<file path="config.mk">
export PLATFORM = sky130hd
export DESIGN_NAME = serial_config_eeprom_port
export DESIGN_NICKNAME = d
export VERILOG_FILES = /design/src/eeprom_port_pkg.sv /design/src/pin_sync.sv /design/src/serial_config_eeprom_port.sv
export SDC_FILE = /design/constraint.sdc
export NUM_CORES = 1
export LEC_CHECK = 0
export BUFFER_PORTS_ARGS = -buffer_cell sky130_fd_sc_hd__buf_2
export CAP_MARGIN = 20
export CORE_ASPECT_RATIO = 1.2
export CORE_MARGIN = 2
export CORE_UTILIZATION = 28
export DETAILED_ROUTE_END_ITERATION = 7
export PLACE_DENSITY = 0.55
export SLEW_MARGIN = 10
export SYNTH_ARGS = -nofsm -noshare
export SYNTH_HDL_FRONTEND = slang
export SYNTH_SLANG_ARGS = --single-unit
</file>
<file path="constraint.sdc">
create_clock -name clock -period 2.6 [get_ports clock]
set_input_delay 0.26 -clock clock [delete_from_list [all_inputs] [get_ports clock]]
set_output_delay 0.26 -clock clock [all_outputs]
set_load 0.05 [all_outputs]
</file>
<file path="src/eeprom_port_pkg.sv">
// Package of constants for the serial configuration memory port.
`default_nettype none
package eeprom_port_pkg;
  // Serial clock half period in core clock cycles.
  localparam int unsigned HALF_PERIOD_CYCLES = 4;
  // Opcode, address and data widths of one serial command.
  localparam int unsigned OPCODE_BITS = 3;
  localparam int unsigned ADDR_BITS   = 6;
  localparam int unsigned DATA_BITS   = 16;
  localparam int unsigned FRAME_BITS  = OPCODE_BITS + ADDR_BITS + DATA_BITS;
  // Opcodes of the serial command set.
  localparam logic [2:0] OP_READ  = 3'h6;
  localparam logic [2:0] OP_WRITE = 3'h5;
  // Number of words loaded automatically after reset.
  localparam int unsigned AUTOLOAD_WORDS = 12;
  // Cycles after reset release for the strap to settle; the synchroniser lag is added before it is caught.
  localparam int unsigned STRAP_SETTLE_CYCLES = 4;
  // Core cycles for a pin level to pass the three-stage input synchroniser.
  localparam int unsigned SYNC_LATENCY_CYCLES = 4;
endpackage
`default_nettype wire

</file>
<file path="src/pin_sync.sv">
// Three-stage synchroniser with a two-agree change filter.
`default_nettype none
module pin_sync
  import eeprom_port_pkg::*;
#(
  parameter logic RESET_LEVEL = 1'b1
) (
  input  wire logic clock,
  input  wire logic rst_n,
  input  wire logic pin,
  output logic      level
);
  logic s1_q;
  logic s2_q;
  logic s3_q;

  // The first stage feeds only the second, to contain metastability.
  always_ff @(posedge clock or negedge rst_n) begin
    if (!rst_n) begin
      s1_q  <= RESET_LEVEL;
      s2_q  <= RESET_LEVEL;
      s3_q  <= RESET_LEVEL;
      level <= RESET_LEVEL;
    end else begin
      s1_q <= pin;
      s2_q <= s1_q;
      s3_q <= s2_q;
      if (s2_q == s3_q) begin
        level <= s2_q;
      end
    end
  end
endmodule
`default_nettype wire

</file>
<file path="src/serial_config_eeprom_port.sv">
// Serial configuration memory port with shared boot ROM pins and autoload.
// Notes on behaviour
// RL1: Select asserted for every access, otherwise low.
// RL2: Serial clock driven on address bit four pin.
// RL3: Opcode, address, write data shifted out serially.
// RL4: Read data sampled from shared data bit four.
// RL5: Low strap at power-on skips configuration autoload.
// RL6: Strap pin becomes bidirectional ROM data afterwards.
// RL7: Memory access never overlaps a boot ROM access.
`default_nettype none
module serial_config_eeprom_port
  import eeprom_port_pkg::*;
#(
  parameter int unsigned HALF_CYCLES = HALF_PERIOD_CYCLES,
  parameter int unsigned LOAD_WORDS  = AUTOLOAD_WORDS
) (
  input  wire logic                 clock,
  input  wire logic                 rst_n,
  input  wire logic                 cmd_valid,
  input  wire logic                 cmd_write,
  input  wire logic [ADDR_BITS-1:0] cmd_addr,
  input  wire logic [DATA_BITS-1:0] cmd_wdata,
  output logic                      cmd_ready,
  output logic                      rsp_valid,
  output logic [DATA_BITS-1:0]      rsp_rdata,
  output logic                      load_valid,
  output logic [ADDR_BITS-1:0]      load_addr,
  output logic [DATA_BITS-1:0]      load_data,
  output logic                      load_done,
  output logic                      load_skipped,
  input  wire logic                 rom_req,
  output logic                      rom_grant,
  input  wire logic                 rom_addr4,
  input  wire logic                 rom_addr3,
  input  wire logic                 rom_data1_out,
  input  wire logic                 rom_data1_drive,
  output logic                      rom_data1_in,
  output logic                      rom_data4_in,
  output logic                      serial_memory_select,
  output logic                      boot_rom_addr_bit4,
  output logic                      boot_rom_addr_bit3,
  input  wire logic                 boot_rom_data_bit4,
  input  wire logic                 boot_rom_data_bit1_in,
  output logic                      boot_rom_data_bit1_out,
  output logic                      boot_rom_data_bit1_oe_n
);
  typedef enum logic [2:0] {
    STRAP_WAIT, IDLE, SHIFT, FINISH, ROM
  } state_type;

  localparam int unsigned CNT_W = $clog2(FRAME_BITS + 1);
  localparam int unsigned HC_W  = $clog2(HALF_CYCLES + 1);
  localparam int unsigned ST_W  = $clog2(STRAP_SETTLE_CYCLES + SYNC_LATENCY_CYCLES + 1);

  state_type                state_q;
  logic [FRAME_BITS-1:0]    shift_q;
  logic [DATA_BITS-1:0]     rdata_q;
  logic [CNT_W-1:0]         bits_q;
  logic [HC_W-1:0]          half_q;
  logic                     sclk_q;
  logic                     is_write_q;
  logic                     auto_q;
  logic [ADDR_BITS-1:0]     auto_addr_q;
  logic [ST_W-1:0]          settle_q;
  logic                     ret_line;
  logic                     strap_line;
  logic                     tick;

  // Pin inputs come from outside the clock domain.
  pin_sync #(.RESET_LEVEL(1'b1)) u_sync_ret (
    .clock (clock),
    .rst_n (rst_n),
    .pin   (boot_rom_data_bit4),
    .level (ret_line)
  );
  pin_sync #(.RESET_LEVEL(1'b1)) u_sync_strap (
    .clock (clock),
    .rst_n (rst_n),
    .pin   (boot_rom_data_bit1_in),
    .level (strap_line)
  );

  // Builds one serial frame: opcode, then address, then data.
  function automatic logic [FRAME_BITS-1:0] frame(input logic wr,
                                                  input logic [ADDR_BITS-1:0] a,
                                                  input logic [DATA_BITS-1:0] d);
    frame = {wr ? OP_WRITE : OP_READ, a, d};
  endfunction

  // Serial clock pacing; a tick marks each half period.
  assign tick = (half_q == HC_W'(HALF_CYCLES - 1));
  always_ff @(posedge clock or negedge rst_n) begin
    if (!rst_n) begin
      half_q <= '0;
    end else if (state_q != SHIFT || tick) begin
      half_q <= '0;
    end else begin
      half_q <= half_q + HC_W'(1);
    end
  end

  // Main sequencer; the strap is caught a few cycles after reset release.
  always_ff @(posedge clock or negedge rst_n) begin
    if (!rst_n) begin
      state_q      <= STRAP_WAIT;
      settle_q     <= '0;
      auto_q       <= 1'b0;
      auto_addr_q  <= '0;
      load_skipped <= 1'b0;
      load_done    <= 1'b0;
      shift_q      <= '0;
      bits_q       <= '0;
      sclk_q       <= 1'b0;
      is_write_q   <= 1'b0;
      rdata_q      <= '0;
    end else begin
      unique case (state_q)
        STRAP_WAIT: begin
          settle_q <= settle_q + ST_W'(1);
          // The synchroniser lag is waited out too, else a low strap still reads high.
          if (settle_q == ST_W'(STRAP_SETTLE_CYCLES + SYNC_LATENCY_CYCLES - 1)) begin
            if (!strap_line) begin
              load_skipped <= 1'b1; // RL5
              load_done    <= 1'b1;
              state_q      <= IDLE;
            end else begin
              auto_q     <= 1'b1; // RL5
              shift_q    <= frame(1'b0, '0, '0);
              is_write_q <= 1'b0;
              bits_q     <= '0;
              state_q    <= SHIFT;
            end
          end
        end
        IDLE: begin
          // Autoload and host commands take priority over the ROM while pending.
          if (cmd_valid && load_done) begin
            shift_q    <= frame(cmd_write, cmd_addr, cmd_wdata); // RL3
            is_write_q <= cmd_write;
            bits_q     <= '0;
            state_q    <= SHIFT;
          end else if (rom_req && load_done) begin
            state_q <= ROM; // RL7
          end
        end
        SHIFT: begin
          if (tick) begin
            sclk_q <= ~sclk_q; // RL2
            if (sclk_q) begin
              // Falling edge: take the returned bit, then present the next one.
              // The bit is taken late in its period because the synchroniser lags the pin.
              if (!is_write_q && bits_q >= CNT_W'(OPCODE_BITS + ADDR_BITS)) begin
                rdata_q <= {rdata_q[DATA_BITS-2:0], ret_line}; // RL4
              end
              shift_q <= {shift_q[FRAME_BITS-2:0], 1'b0}; // RL3
              bits_q  <= bits_q + CNT_W'(1);
              if (bits_q == CNT_W'(FRAME_BITS - 1)) begin
                state_q <= FINISH;
              end
            end
          end
        end
        FINISH: begin
          state_q <= IDLE;
          if (auto_q) begin
            if (auto_addr_q == ADDR_BITS'(LOAD_WORDS - 1)) begin
              auto_q    <= 1'b0;
              load_done <= 1'b1;
            end else begin
              auto_addr_q <= auto_addr_q + ADDR_BITS'(1);
              shift_q     <= frame(1'b0, auto_addr_q + ADDR_BITS'(1), '0);
              bits_q      <= '0;
              state_q     <= SHIFT;
            end
          end
        end
        ROM: begin
          if (!rom_req) begin
            state_q <= IDLE;
          end
        end
        default: state_q <= IDLE;
      endcase
    end
  end

  // Registered outputs; pins carry the ROM bus only in the ROM state, the address pins carry serial clock and data in SHIFT, and sit low otherwise.
  always_ff @(posedge clock or negedge rst_n) begin
    if (!rst_n) begin
      serial_memory_select    <= 1'b0;
      boot_rom_addr_bit4      <= 1'b0;
      boot_rom_addr_bit3      <= 1'b0;
      boot_rom_data_bit1_out  <= 1'b0;
      boot_rom_data_bit1_oe_n <= 1'b1;
      rom_grant               <= 1'b0;
      cmd_ready               <= 1'b0;
      rsp_valid               <= 1'b0;
      rsp_rdata               <= '0;
      load_valid              <= 1'b0;
      load_addr               <= '0;
      load_data               <= '0;
      rom_data1_in            <= 1'b1;
      rom_data4_in            <= 1'b1;
    end else begin
      serial_memory_select <= (state_q == SHIFT); // RL1
      rom_grant            <= (state_q == ROM); // RL7
      if (state_q == SHIFT) begin
        boot_rom_addr_bit4 <= sclk_q; // RL2
        boot_rom_addr_bit3 <= shift_q[FRAME_BITS-1]; // RL3
      end else begin
        boot_rom_addr_bit4 <= (state_q == ROM) ? rom_addr4 : 1'b0;
        boot_rom_addr_bit3 <= (state_q == ROM) ? rom_addr3 : 1'b0;
      end
      // Strap pin stays undriven until sampled, then serves as ROM data.
      boot_rom_data_bit1_out  <= rom_data1_out; // RL6
      boot_rom_data_bit1_oe_n <= !(state_q == ROM && rom_data1_drive); // RL6
      rom_data1_in            <= strap_line;
      rom_data4_in            <= ret_line;
      cmd_ready  <= (state_q == IDLE) && load_done && !cmd_valid;
      rsp_valid  <= (state_q == FINISH) && !auto_q;
      load_valid <= (state_q == FINISH) && auto_q && !is_write_q;
      if (state_q == FINISH) begin
        rsp_rdata <= rdata_q;
        load_data <= rdata_q;
        load_addr <= auto_addr_q;
      end
    end
  end

  // The select never coincides with a granted ROM cycle.
  property p_no_overlap;
    @(posedge clock) disable iff (!rst_n) !(serial_memory_select && rom_grant);
  endproperty
  a_no_overlap: assert property (p_no_overlap) else $error("select overlaps ROM"); // RL7

  // Select follows a shifting sequencer one cycle later.
  property p_select;
    @(posedge clock) disable iff (!rst_n) (state_q == SHIFT) |=> serial_memory_select;
  endproperty
  a_select: assert property (p_select) else $error("select not asserted"); // RL1

  // Select drops when the sequencer is idle.
  property p_select_off;
    @(posedge clock) disable iff (!rst_n) (state_q == IDLE) |=> !serial_memory_select;
  endproperty
  a_select_off: assert property (p_select_off) else $error("select left high"); // RL1

  // Serial clock pin idles low without select or ROM grant.
  property p_clk_idle;
    @(posedge clock) disable iff (!rst_n)
      (!serial_memory_select && !rom_grant) |-> !boot_rom_addr_bit4;
  endproperty
  a_clk_idle: assert property (p_clk_idle) else $error("clock active idle"); // RL2

  // Out line carries the frame head during shifting.
  property p_out_bit;
    @(posedge clock) disable iff (!rst_n)
      (state_q == SHIFT) |=> (boot_rom_addr_bit3 == $past(shift_q[FRAME_BITS-1]));
  endproperty
  a_out_bit: assert property (p_out_bit) else $error("out bit wrong"); // RL3

  // A low strap marks the load skipped and done together.
  property p_skip;
    @(posedge clock) disable iff (!rst_n) load_skipped |-> load_done && !auto_q;
  endproperty
  a_skip: assert property (p_skip) else $error("skip inconsistent"); // RL5

  // Strap pin is not driven before it is sampled.
  property p_strap_free;
    @(posedge clock) disable iff (!rst_n)
      (state_q == STRAP_WAIT) |=> boot_rom_data_bit1_oe_n;
  endproperty
  a_strap_free: assert property (p_strap_free) else $error("strap driven early"); // RL6

  // Read data only moves while a frame is shifting.
  property p_read_sample;
    @(posedge clock) disable iff (!rst_n)
      (state_q != SHIFT) |=> $stable(rdata_q);
  endproperty
  a_read_sample: assert property (p_read_sample) else $error("read data moved"); // RL4
endmodule
`default_nettype wire

</file>
==> results of run 1 <==
[synthesized netlist by cell type, types with 3 or more instances]
cell type and count:
nor3_1 8, clkbuf_1 12, a21oi_1 4, nor2_1 22
dfstp_2 11, buf_2 5, xnor2_1 7, mux2_1 6
ha_1 7, nor2b_1 3, inv_1 10, nand3_1 6
and3_1 3, o21ai_0 13, mux2i_1 4, nand2_1 90
buf_4 16, xor2_1 5, buf_6 4, mux2_4 10
a32o_1 3, buf_1 3, and3b_1 3, dfrtp_1 97
a22oi_1 19, nand4_1 7, mux2_2 25
[per-layer routing]
metal	vias up	GRT usage [%]
met5	-	0
met4	2	4.10
met3	16	4.14
met2	94	18.6
met1	1637	15.0
li1	1606	-
[worst reg2reg max path, stage by stage, from the launching register on]
cell     delay (ns)
dfrtp_1        0.70
nor2b_4        0.08
nand2_1        0.11
buf_4          0.17
inv_2          0.10
nand2_1        0.12
nand4_4        0.44
mux2_1         0.51
[power breakdown]
part	switching (mW)	total [mW]	internal (mW)
Combinational	0.976	1.64	0.665
Clock	0.610	1.32	0.710
Sequential	0.244	2.27	2.03
Total	1.83	5.23	3.40
[layout make-up]
| type | count | area (um2) |
|---|---|---|
| fill | 1691 | 11200 |
| sequential | 108 | 2720 |
| multi-input combinational | 275 | 1850 |
| timing repair buffer | 99 | 561 |
| tap | 216 | 270 |
| clock buffer | 12 | 256 |
| inverter | 12 | 45.0 |
| clock inverter | 4 | 32.5 |
[flip-flops by register name, indices dropped and copies added (netlist names), 3 cells and up]
signal,cells
shift_q,25
rdata_q,16
bits_q,5
state_q,3
load_data,16
load_addr,6
settle_q,4
half_q,3
auto_addr_q,6
[cell families (layout without fill, tap and decap cells)]
group	count (synthesis)	in the layout	share of synthesized area (%)
AOI/OAI and AO/OA	54	54	7.91
xor gates and xnor gates	12	12	2.16
adders and majority gates	9	9	2.21
buffers and inverters	52	127	6.00
DFF	108	108	55.9
muxes	45	45	11.1
and+or+nand+nor	155	155	14.7
[metrics by stage]
stage	hold slack, ns	instance area, um2
after floorplan	-0.0356	4860
after global placement	0.318	5400
after detailed placement	0.324	5400
after CTS	0.00324	5720
after global routing	0.0377	5730
final	0.0404	5730
[worst paths after layout]
kind                                    from                      end  cells past startpoint
setup / recovery                  state_q[0]               shift_q[8]                      7
max in group asynchronous              rst_n               rdata_q[7]                      3
hold / removal               rom_data1_drive  boot_rom_data_bit1_oe_n                      2
hold reg to reg            u_sync_strap.s1_q        u_sync_strap.s2_q                      0
setup reg to reg                  state_q[0]               shift_q[8]                      7
min in group asynchronous              rst_n            load_data[13]                      2
==> summary.txt, run 1 <==
Outcome -> finished, final reports clean
DR WL met2 -> 4.78 mm
Die Y -> 148 um
Die W -> 124 um
Area of the die -> 0.0184 mm2
Initial DRC Count -> 226
Startpoint Class -> flop
Fin crit share -> 90.4%
H-tree levels -> 3
F_max -> 426 MHz
Share of layout cells above drive strength 1 -> 32.0%
Highest metal used -> met5
Top post-synthesis cells by area -> dfrtp_1 50%, nand2_1 7.0%, dfstp_2 5.9%, mux2_2 5.8%, mux2_4 3.1%
Non-filler cells, final -> 726
Setup Buffers After CTS -> 0
Antenna violations before repair -> 1
First-pass GRT wire length -> 17.4 mm
Worst rel slew slack -> 44.1%
Syn nets -> 475
Max-cap violations -> 0
Cell mode on critical path -> nand2_1
FF+latch count, synth -> 108
Worst-path clk slew -> 0.07 ns
Routed length on met1 -> 4.88 mm
Overall routing resource usage -> 11.8%
Vias per cell -> 4.62
DRT Pass-1 Iters -> 4
Final Net Count -> 545
Synthesized cell area -> 0.00486 mm2
Post-DP HPWL -> 7.27 mm
Final WL -> 10.5 mm
Post-Syn Instances -> 435
Row count -> 52
Crit-path cells -> nor2b_4 -> nand2_1 -> buf_4 -> inv_2 -> nand2_1 -> nand4_4 -> mux2_1
Buf/Inv on CP -> 2
CTS max path bufs -> 2
Fin. Hold Viols -> 0
Yosys warns -> 0
Worst slew pin tran -> 0.833 ns
Final ANT Viol Nets -> 0
Synth-to-Final Area Change -> 18.0%
Worst Path Required -> 2.83 ns
Cell Pwr Density -> 912 mW/mm2
CTS Sinks -> 108
Placed insts -> 706
Sequential fraction of the synthesis area -> 55.9%
Netlist cell types -> 49
Ant diodes -> 0
TritonCTS Buffers -> 9
Vias in the first global route -> 3426
I/O Buffers -> 83
Pre-CTS setup slack -> 0.241 ns
Ys async rst share -> 100%
Critical path endpoint category -> flop
Post-synth top area share -> 50.0%
Cell taking the most area after synthesis -> dfrtp_1
DR WL/cell -> 14.4 um
Crit path time final -> 2.35 ns
Commonest non-fill, non-tap cell in the layout -> dfrtp_1
Largest net degree at the start of global routing -> 47
CP top delay family -> simple AND/OR/NAND/NOR gates
CP max stage delay -> 0.70 ns
Routability cong. -> 0.783
Met3 wire len -> 566 um
Setup TNS -> 0 ns
Worst vdd ir -> 0.365 mV
Crit Path Class -> flop to flop
Final Max Slew Viols -> 0
DRC -> 0
Crit-path slowest cell -> dfrtp_1
Grt total ovfl -> 0
Area of the core -> 0.0169 mm2
Post-synth EDFFs -> 0
Clock root cell -> clkbuf_16
Hold WC Path Type -> input pin to flop
Final worst slack -> 0.250 ns
Worst skew pair latency -> 0.35 ns
Setup Skew -> 0.00577 ns
Setup violations, final -> 0
Io pins -> 84
Initial Util -> 28.7%
CTS tree -> built
Via count -> 3355
R2r setup slk -> 0.25 ns
CP arrival -> 2.58 ns
Top_reg_cell synth -> dfrtp_1
Leak -> 2.96 nW
Max FO, Critical Path -> 27
Util after Layout -> 33.9%
Post-CTS Resized -> 0
Final total power -> 5.23 mW
Syn_area_per_cell -> 11.2 um2
RSZ-0062 raised after global routing -> false
Most frequent cells in the layout -> 97 x dfrtp_1, 90 x nand2_1, 82 x buf_2
Post-cts hold buffer count -> 3
Note: power is estimated with default switching activity, not from simulation.
==> run 2: changes to the inputs <==
Settings changed: BUFFER_PORTS_ARGS -buffer_cell sky130_fd_sc_hd__buf_2 to not set, DONT_BUFFER_PORTS set to 1, PLACE_DENSITY 0.55 to 0.5.
==> run 2 against run 1 <==
The run now ends with hold timing left. Non-clock buffer count decreased by 81. Sequential power increased by 10%. First-iteration DRC count decreased by 4.4%. Sequential share of layout area up 3.6 points. Sequential cell count stayed put.
==> summary.txt, run 2 (synthesized netlist as in run 1, its figures left out) <==
Fin crit share -> 86.7% (-3.7 points)
Switching share of power -> 35.6% (+0.63 points)
Worst vdd ir -> 0.315 mV (-14%)
Outcome -> complete, but fails checks
Fin. Hold Viols -> 108 (+108)
Synth-to-Final Area Change -> 9.73%
Worst-path clk slew -> 0.08 ns (about the same)
Startpoint Class -> flop
Hold WC Path Type -> input pin to asynchronous set/reset pin
Commonest non-fill, non-tap cell in the layout -> dfrtp_1
Most frequent cells in the layout -> 97 x dfrtp_1, 90 x nand2_1, 25 x mux2_2
DRC -> 0 (unchanged)
Crit Path Class -> flop to flop
Final ANT Viol Nets -> 0 (unchanged)
RSZ-0062 raised after global routing -> false
Placement-stage cell area -> 0.00499 mm2 (-7.7%)
Final worst slack -> 0.346 ns (+0.0957 ns)
Post-DP HPWL -> 6.91 mm (-4.8%)
Area of the die -> 0.0184 mm2 (unchanged)
Final Net Count -> 464 (-15%)
Max FO, Critical Path -> 16 (-41%)
Critical path endpoint category -> flop
CTS tree -> built
Largest register FFs -> 25 (unchanged)
Worst skew pair latency -> 0.36 ns (about the same)
CTS max path bufs -> 2 (unchanged)
Placed insts -> 625 (-11%)
Setup TNS -> 0 ns (unchanged)
First-pass GRT wire length -> 16.9 mm (-2.6%)
Die Y -> 148 um (unchanged)
Util after Layout -> 31.5% (-2.4 points)
TritonCTS Buffers -> 9 (unchanged)
Area of the core -> 0.0169 mm2 (unchanged)
Clock root cell -> clkbuf_16
Setup Skew -> 0.00989 ns (+0.00412 ns)
Cell mode on critical path -> or4_1
Non-filler cells, final -> 645 (-11%)
CP max stage delay -> 0.46 ns (-0.24 ns)
Ant diodes -> 0 (unchanged)
Io pins -> 84 (unchanged)
Pre-CTS setup slack -> 0.366 ns (+0.125 ns)
Initial Util -> 28.7% (unchanged)
Clock network power share -> 26.7% (+1.5 points)
Seq pwr share -> 48.0% (+4.6 points)
Largest net degree at the start of global routing -> 109 (+130%)
Crit path time final -> 2.25 ns (-0.0957 ns)
Leak -> 2.58 nW (-13%)
Largest register by flop count -> shift_q
Overall routing resource usage -> 11.6% (-0.19 points)
Crit-path slowest cell -> or4_1
Max-cap violations -> 0 (unchanged)
DRT Pass-1 Iters -> 4 (unchanged)
CTS Sinks -> 108 (unchanged)
Largest registers -> shift_q x25, load_data x16, rdata_q x16
Combinational Power Share -> 25.4% (-6.0 points)
CP arrival -> 2.50 ns (-0.08 ns)
Worst Path Required -> 2.84 ns (about the same)
Fin area -> 0.00533 mm2 (-7.0%)
Final total power -> 5.21 mW (-0.37%)
F_max -> 444 MHz (+4.2%)
Pint -> 3.35 mW (-1.3%)
Crit-path cells -> inv_1 -> ha_1 -> or4_1 -> a21oi_1 -> or4_1 -> buf_4 -> mux2_2
Grt total ovfl -> 0 (unchanged)
DR WL/cell -> 15.9 um (+11%)
Row count -> 52 (unchanged)
Cell Pwr Density -> 977 mW/mm2 (+7.1%)
Routability cong. -> 0.850 (+8.6%)
Die W -> 124 um (unchanged)
Smallest hold slack -> -0.402 ns (-0.442 ns)
Vias per cell -> 4.74 (+2.7%)
Setup violations, final -> 0 (unchanged)
Final Max Slew Viols -> 0 (unchanged)
Worst rel slew slack -> 39.4% (-4.7 points)
Share of layout cells above drive strength 1 -> 19.3% (-13 points)
Initial DRC Count -> 216 (-4.4%)
Final WL -> 10.3 mm (-1.8%)
Via count -> 3060 (-8.8%)
Worst slew pin tran -> 0.909 ns (+0.0765 ns)
H-tree levels -> 3 (unchanged)
Post-cts hold buffer count -> 4 (+1)
Failing checks -> hold timing
Vias in the first global route -> 3157 (-7.9%)
I/O Buffers -> 0 (-100%)
R2r setup slk -> 0.35 ns (+0.10 ns)
Antenna violations before repair -> 1 (unchanged)
Switch Pwr -> 1.86 mW (+1.4%)
-- run 2: worst max-delay path, delay by kind of cell (launching register included) --
family                     cells  cell delay (ns)
muxes                          1             0.38
adders and majority gates      1             0.18
AOI/OAI and AO/OA              1             0.20
buffers and inverters          2             0.37
and+or+nand+nor                2             0.61
DFF                            1             0.40
-- run 2: metal layers --
layer	GRT usage (%)	routed length, um	up-vias
met4	4.04	163	2
met3	4.57	673	17
met5	0	13	-
met1	14.5	4580	1518
met2	18.2	4840	75
li1	-	-	1448
-- run 2: what timing repair did --
| item | in CTS | in global routing |
|---|---|---|
| hold endpoints to repair | 112 | 108 |
| buffers inserted | 0 | 0 |
| gates resized for setup | 0 | 0 |
-- run 2: power groups by stage --
stage	logic, mW	clock network (mW)	registers (mW)
2_1_floorplan	1.14	0	2.39
3_3_place_gp	1.30	0	2.52
3_5_place_dp	1.34	0	2.54
4_1_cts	1.34	1.45	2.50
5_1_grt	1.48	1.53	2.55
6_report	1.32	1.39	2.50
-- run 2: cell type report --
class,instances,area [um2]
multi-input combinational,275,1850
clock inverter,6,65.1
tap,216,270
fill,1709,11600
timing repair buffer,18,145
clock buffer,10,239
sequential,108,2720
inverter,12,45.0
-- run 2: path summary, 6_finish.rpt --
path	start	endpoint	depth (start not counted)
worst max-delay path	bits_q[1]	rdata_q[4]	7
worst min-delay path	rst_n	boot_rom_data_bit1_out	0
worst max register to register	bits_q[1]	rdata_q[4]	7
worst min register to register	u_sync_ret.s1_q	u_sync_ret.s2_q	0
max in group asynchronous	rst_n	u_sync_ret.s1_q	0
min in group clock	cmd_wdata[0]	shift_q[0]	2
==> run 3: changes to the inputs <==
Settings changed: RECOVER_POWER set to 100.
==> run 3 against run 2 <==
The run still ends with hold timing left. Cell count did not move. Combinational power fell by 4%. Hold slack improved by 0.0018 ns. First-iteration DRC count fell by 6.5%. Sequential share of layout area rose by 0.74 points. Sequential cell count did not move. Global-route usage did not move. Non-clock buffer count did not move. Total power fell by 1.2%. Largest cell class unchanged. Largest power group unchanged.
==> summary.txt, run 3 (synthesized netlist as in run 1, its figures left out) <==
Post-DP HPWL -> 6.91 mm (unchanged)
CTS max path bufs -> 2 (unchanged)
H-tree levels -> 3 (unchanged)
Via count -> 3035 (-0.82%)
Worst setup path startpoint -> state_q[1]
Fin. Hold Viols -> 108 (unchanged)
Crit-path slowest cell -> dfrtp_1
Worst rel slew slack -> 29.2% (-10 points)
Largest net degree at the start of global routing -> 109 (unchanged)
Largest register by flop count -> shift_q
Final total power -> 5.15 mW (-1.2%)
DRC -> 0 (unchanged)
Area of the core -> 0.0169 mm2 (unchanged)
Final Net Count -> 464 (unchanged)
Seq pwr share -> 48.4% (+0.4 points)
I/O Buffers -> 0 (unchanged)
Synth-to-Final Area Change -> 8.16%
Crit Path Class -> flop to flop
Final Max Slew Viols -> 0 (unchanged)
Worst skew pair latency -> 0.36 ns (about the same)
Post-cts hold buffer count -> 4 (unchanged)
Failing checks -> hold timing
CP arrival -> 2.57 ns (+0.07 ns)
Io pins -> 84 (unchanged)
Cell Pwr Density -> 980 mW/mm2 (+0.26%)
Worst Path Required -> 2.88 ns (+0.04 ns)
Startpoint Class -> flop
Setup Buffers After CTS -> 0 (unchanged)
CP max stage delay -> 0.61 ns (+0.15 ns)
Largest register FFs -> 25 (unchanged)
F_max -> 437 MHz (-1.5%)
Routability cong. -> 0.850 (unchanged)
Combinational Power Share -> 24.7% (-0.7 points)
Fill cells -> 1725 (+0.94%)
Row count -> 52 (unchanged)
Clock network power share -> 26.9% (+0.2 points)
Die W -> 124 um (unchanged)
Antenna violations before repair -> 1 (unchanged)
Pint -> 3.31 mW (-1.5%)
Multi-input gate area -> 0.00180 mm2 (-2.8%)
Final ANT Viol Nets -> 0 (unchanged)
Grt total ovfl -> 0 (unchanged)
Util after Layout -> 31.1% (-0.45 points)
RSZ-0062 raised after global routing -> false
Leak -> 2.52 nW (-2.0%)
Share of layout cells above drive strength 1 -> 13.5% (-5.8 points)
Switch Pwr -> 1.84 mW (-0.64%)
Initial Util -> 28.7% (unchanged)
Clock root cell -> clkbuf_16
Initial DRC Count -> 202 (-6.5%)
Area of the die -> 0.0184 mm2 (unchanged)
Outcome -> complete, but fails checks
Cell mode on critical path -> nand2_1
Switching share of power -> 35.8% (+0.19 points)
Setup Skew -> 0.00950 ns (-0.000382 ns)
R2r startpoint -> state_q[1]
Final worst slack -> 0.311 ns (-0.0349 ns)
DRT Pass-1 Iters -> 4 (unchanged)
First-pass GRT wire length -> 16.9 mm (unchanged)
Worst-path clk slew -> 0.08 ns (about the same)
Ant diodes -> 0 (unchanged)
Worst vdd ir -> 0.316 mV (about the same)
Vias in the first global route -> 3157 (unchanged)
Setup violations, final -> 0 (unchanged)
Hold WC Path Type -> input pin to asynchronous set/reset pin
TritonCTS Buffers -> 9 (unchanged)
Final WL -> 10.3 mm (about the same)
CTS tree -> built
Worst slew pin tran -> 1.06 ns (+0.152 ns)
Crit path time final -> 2.29 ns (+0.0349 ns)
Commonest non-fill, non-tap cell in the layout -> dfrtp_1
Overall routing resource usage -> 11.6% (unchanged)
Critical path endpoint category -> flop
Fin crit share -> 88.0% (+1.3 points)
Register Area -> 0.00272 mm2 (unchanged)
Max FO, Critical Path -> 25 (+9)
DR WL/cell -> 15.9 um (about the same)
Most frequent cells in the layout -> 97 x dfrtp_1, 90 x nand2_1, 25 x mux2_2
Die Y -> 148 um (unchanged)
Largest registers -> shift_q x25, load_data x16, rdata_q x16
Vias per cell -> 4.71 (-0.82%)
Post-CTS Resized -> 0 (unchanged)
Max-cap violations -> 0 (unchanged)
Smallest hold slack -> -0.400 ns (+0.00180 ns)
CTS Sinks -> 108 (unchanged)
Pre-CTS setup slack -> 0.366 ns (unchanged)
Setup TNS -> 0 ns (unchanged)
Crit-path cells -> nor2b_1 -> nand2_1 -> inv_1 -> nand2_1 -> nand4_4 -> clkbuf_1 -> mux2i_1
## run 3: cell count changes in the layout (fill, tap and decap cells not counted), moves of 6 or more
cell | previous run | this run
buf_4 | 14 | 7
clkbuf_1 | 0 | 6
dfstp_1 | 0 | 6
dfstp_2 | 11 | 5
mux2_1 | 6 | 15
mux2_4 | 10 | 1
## run 3: worst max-delay path, delay by kind of cell, from the launching register on
family / cells / cell delay (ns)
buffers and inverters: 2 / 0.50
and+or+nand+nor: 4 / 0.88
muxes: 1 / 0.21
DFF: 1 / 0.61
## run 3: power by group through the flow
stage,combinational (mW),clock [mW],sequential [mW]
after detailed placement,1.34,0,2.54
after CTS,1.34,1.45,2.50
after floorplan,1.14,0,2.39
final,1.27,1.39,2.49
after global routing,1.43,1.53,2.54
after global placement,1.30,0,2.52
## run 3: final timing paths
check	to	slack, ns	depth (start not counted)
min in group clock	shift_q[0]	0.03	2
worst min register to register	u_sync_strap.s2_q	0.36	0
worst min-delay path	boot_rom_data_bit1_out	-0.40	0
worst max-delay path	shift_q[24]	0.31	7
max in group asynchronous	u_sync_ret.s1_q	2.74	0
worst max register to register	shift_q[24]	0.31	7
## run 3: per-stage QoR
| step | cells | cell area [um2] |
|---|---|---|
| 2_1_floorplan | 435 | 4860 |
| 3_3_place_gp | 625 | 4990 |
| 3_5_place_dp | 625 | 4990 |
| 4_1_cts | 645 | 5330 |
| 5_1_grt | 645 | 5260 |
| 6_report | 645 | 5260 |
## run 3: layer usage
| layer | GRT usage (%) | share of wire, % |
|---|---|---|
| met1 | 14.5 | 45 |
| met2 | 18.2 | 48 |
| met3 | 4.57 | 6.5 |
| met4 | 4.04 | 0.70 |
| met5 | 0 | 0.13 |
## run 3: layout make-up
cell class | count | share of cell area, %
inverters | 12 | 0.857
clock buffers | 10 | 4.55
clock inverters | 6 | 1.24
well taps | 216 | 5.14
multi-input cells | 275 | 34.2
repair buffers | 18 | 2.29
flip-flops and latches | 108 | 51.7
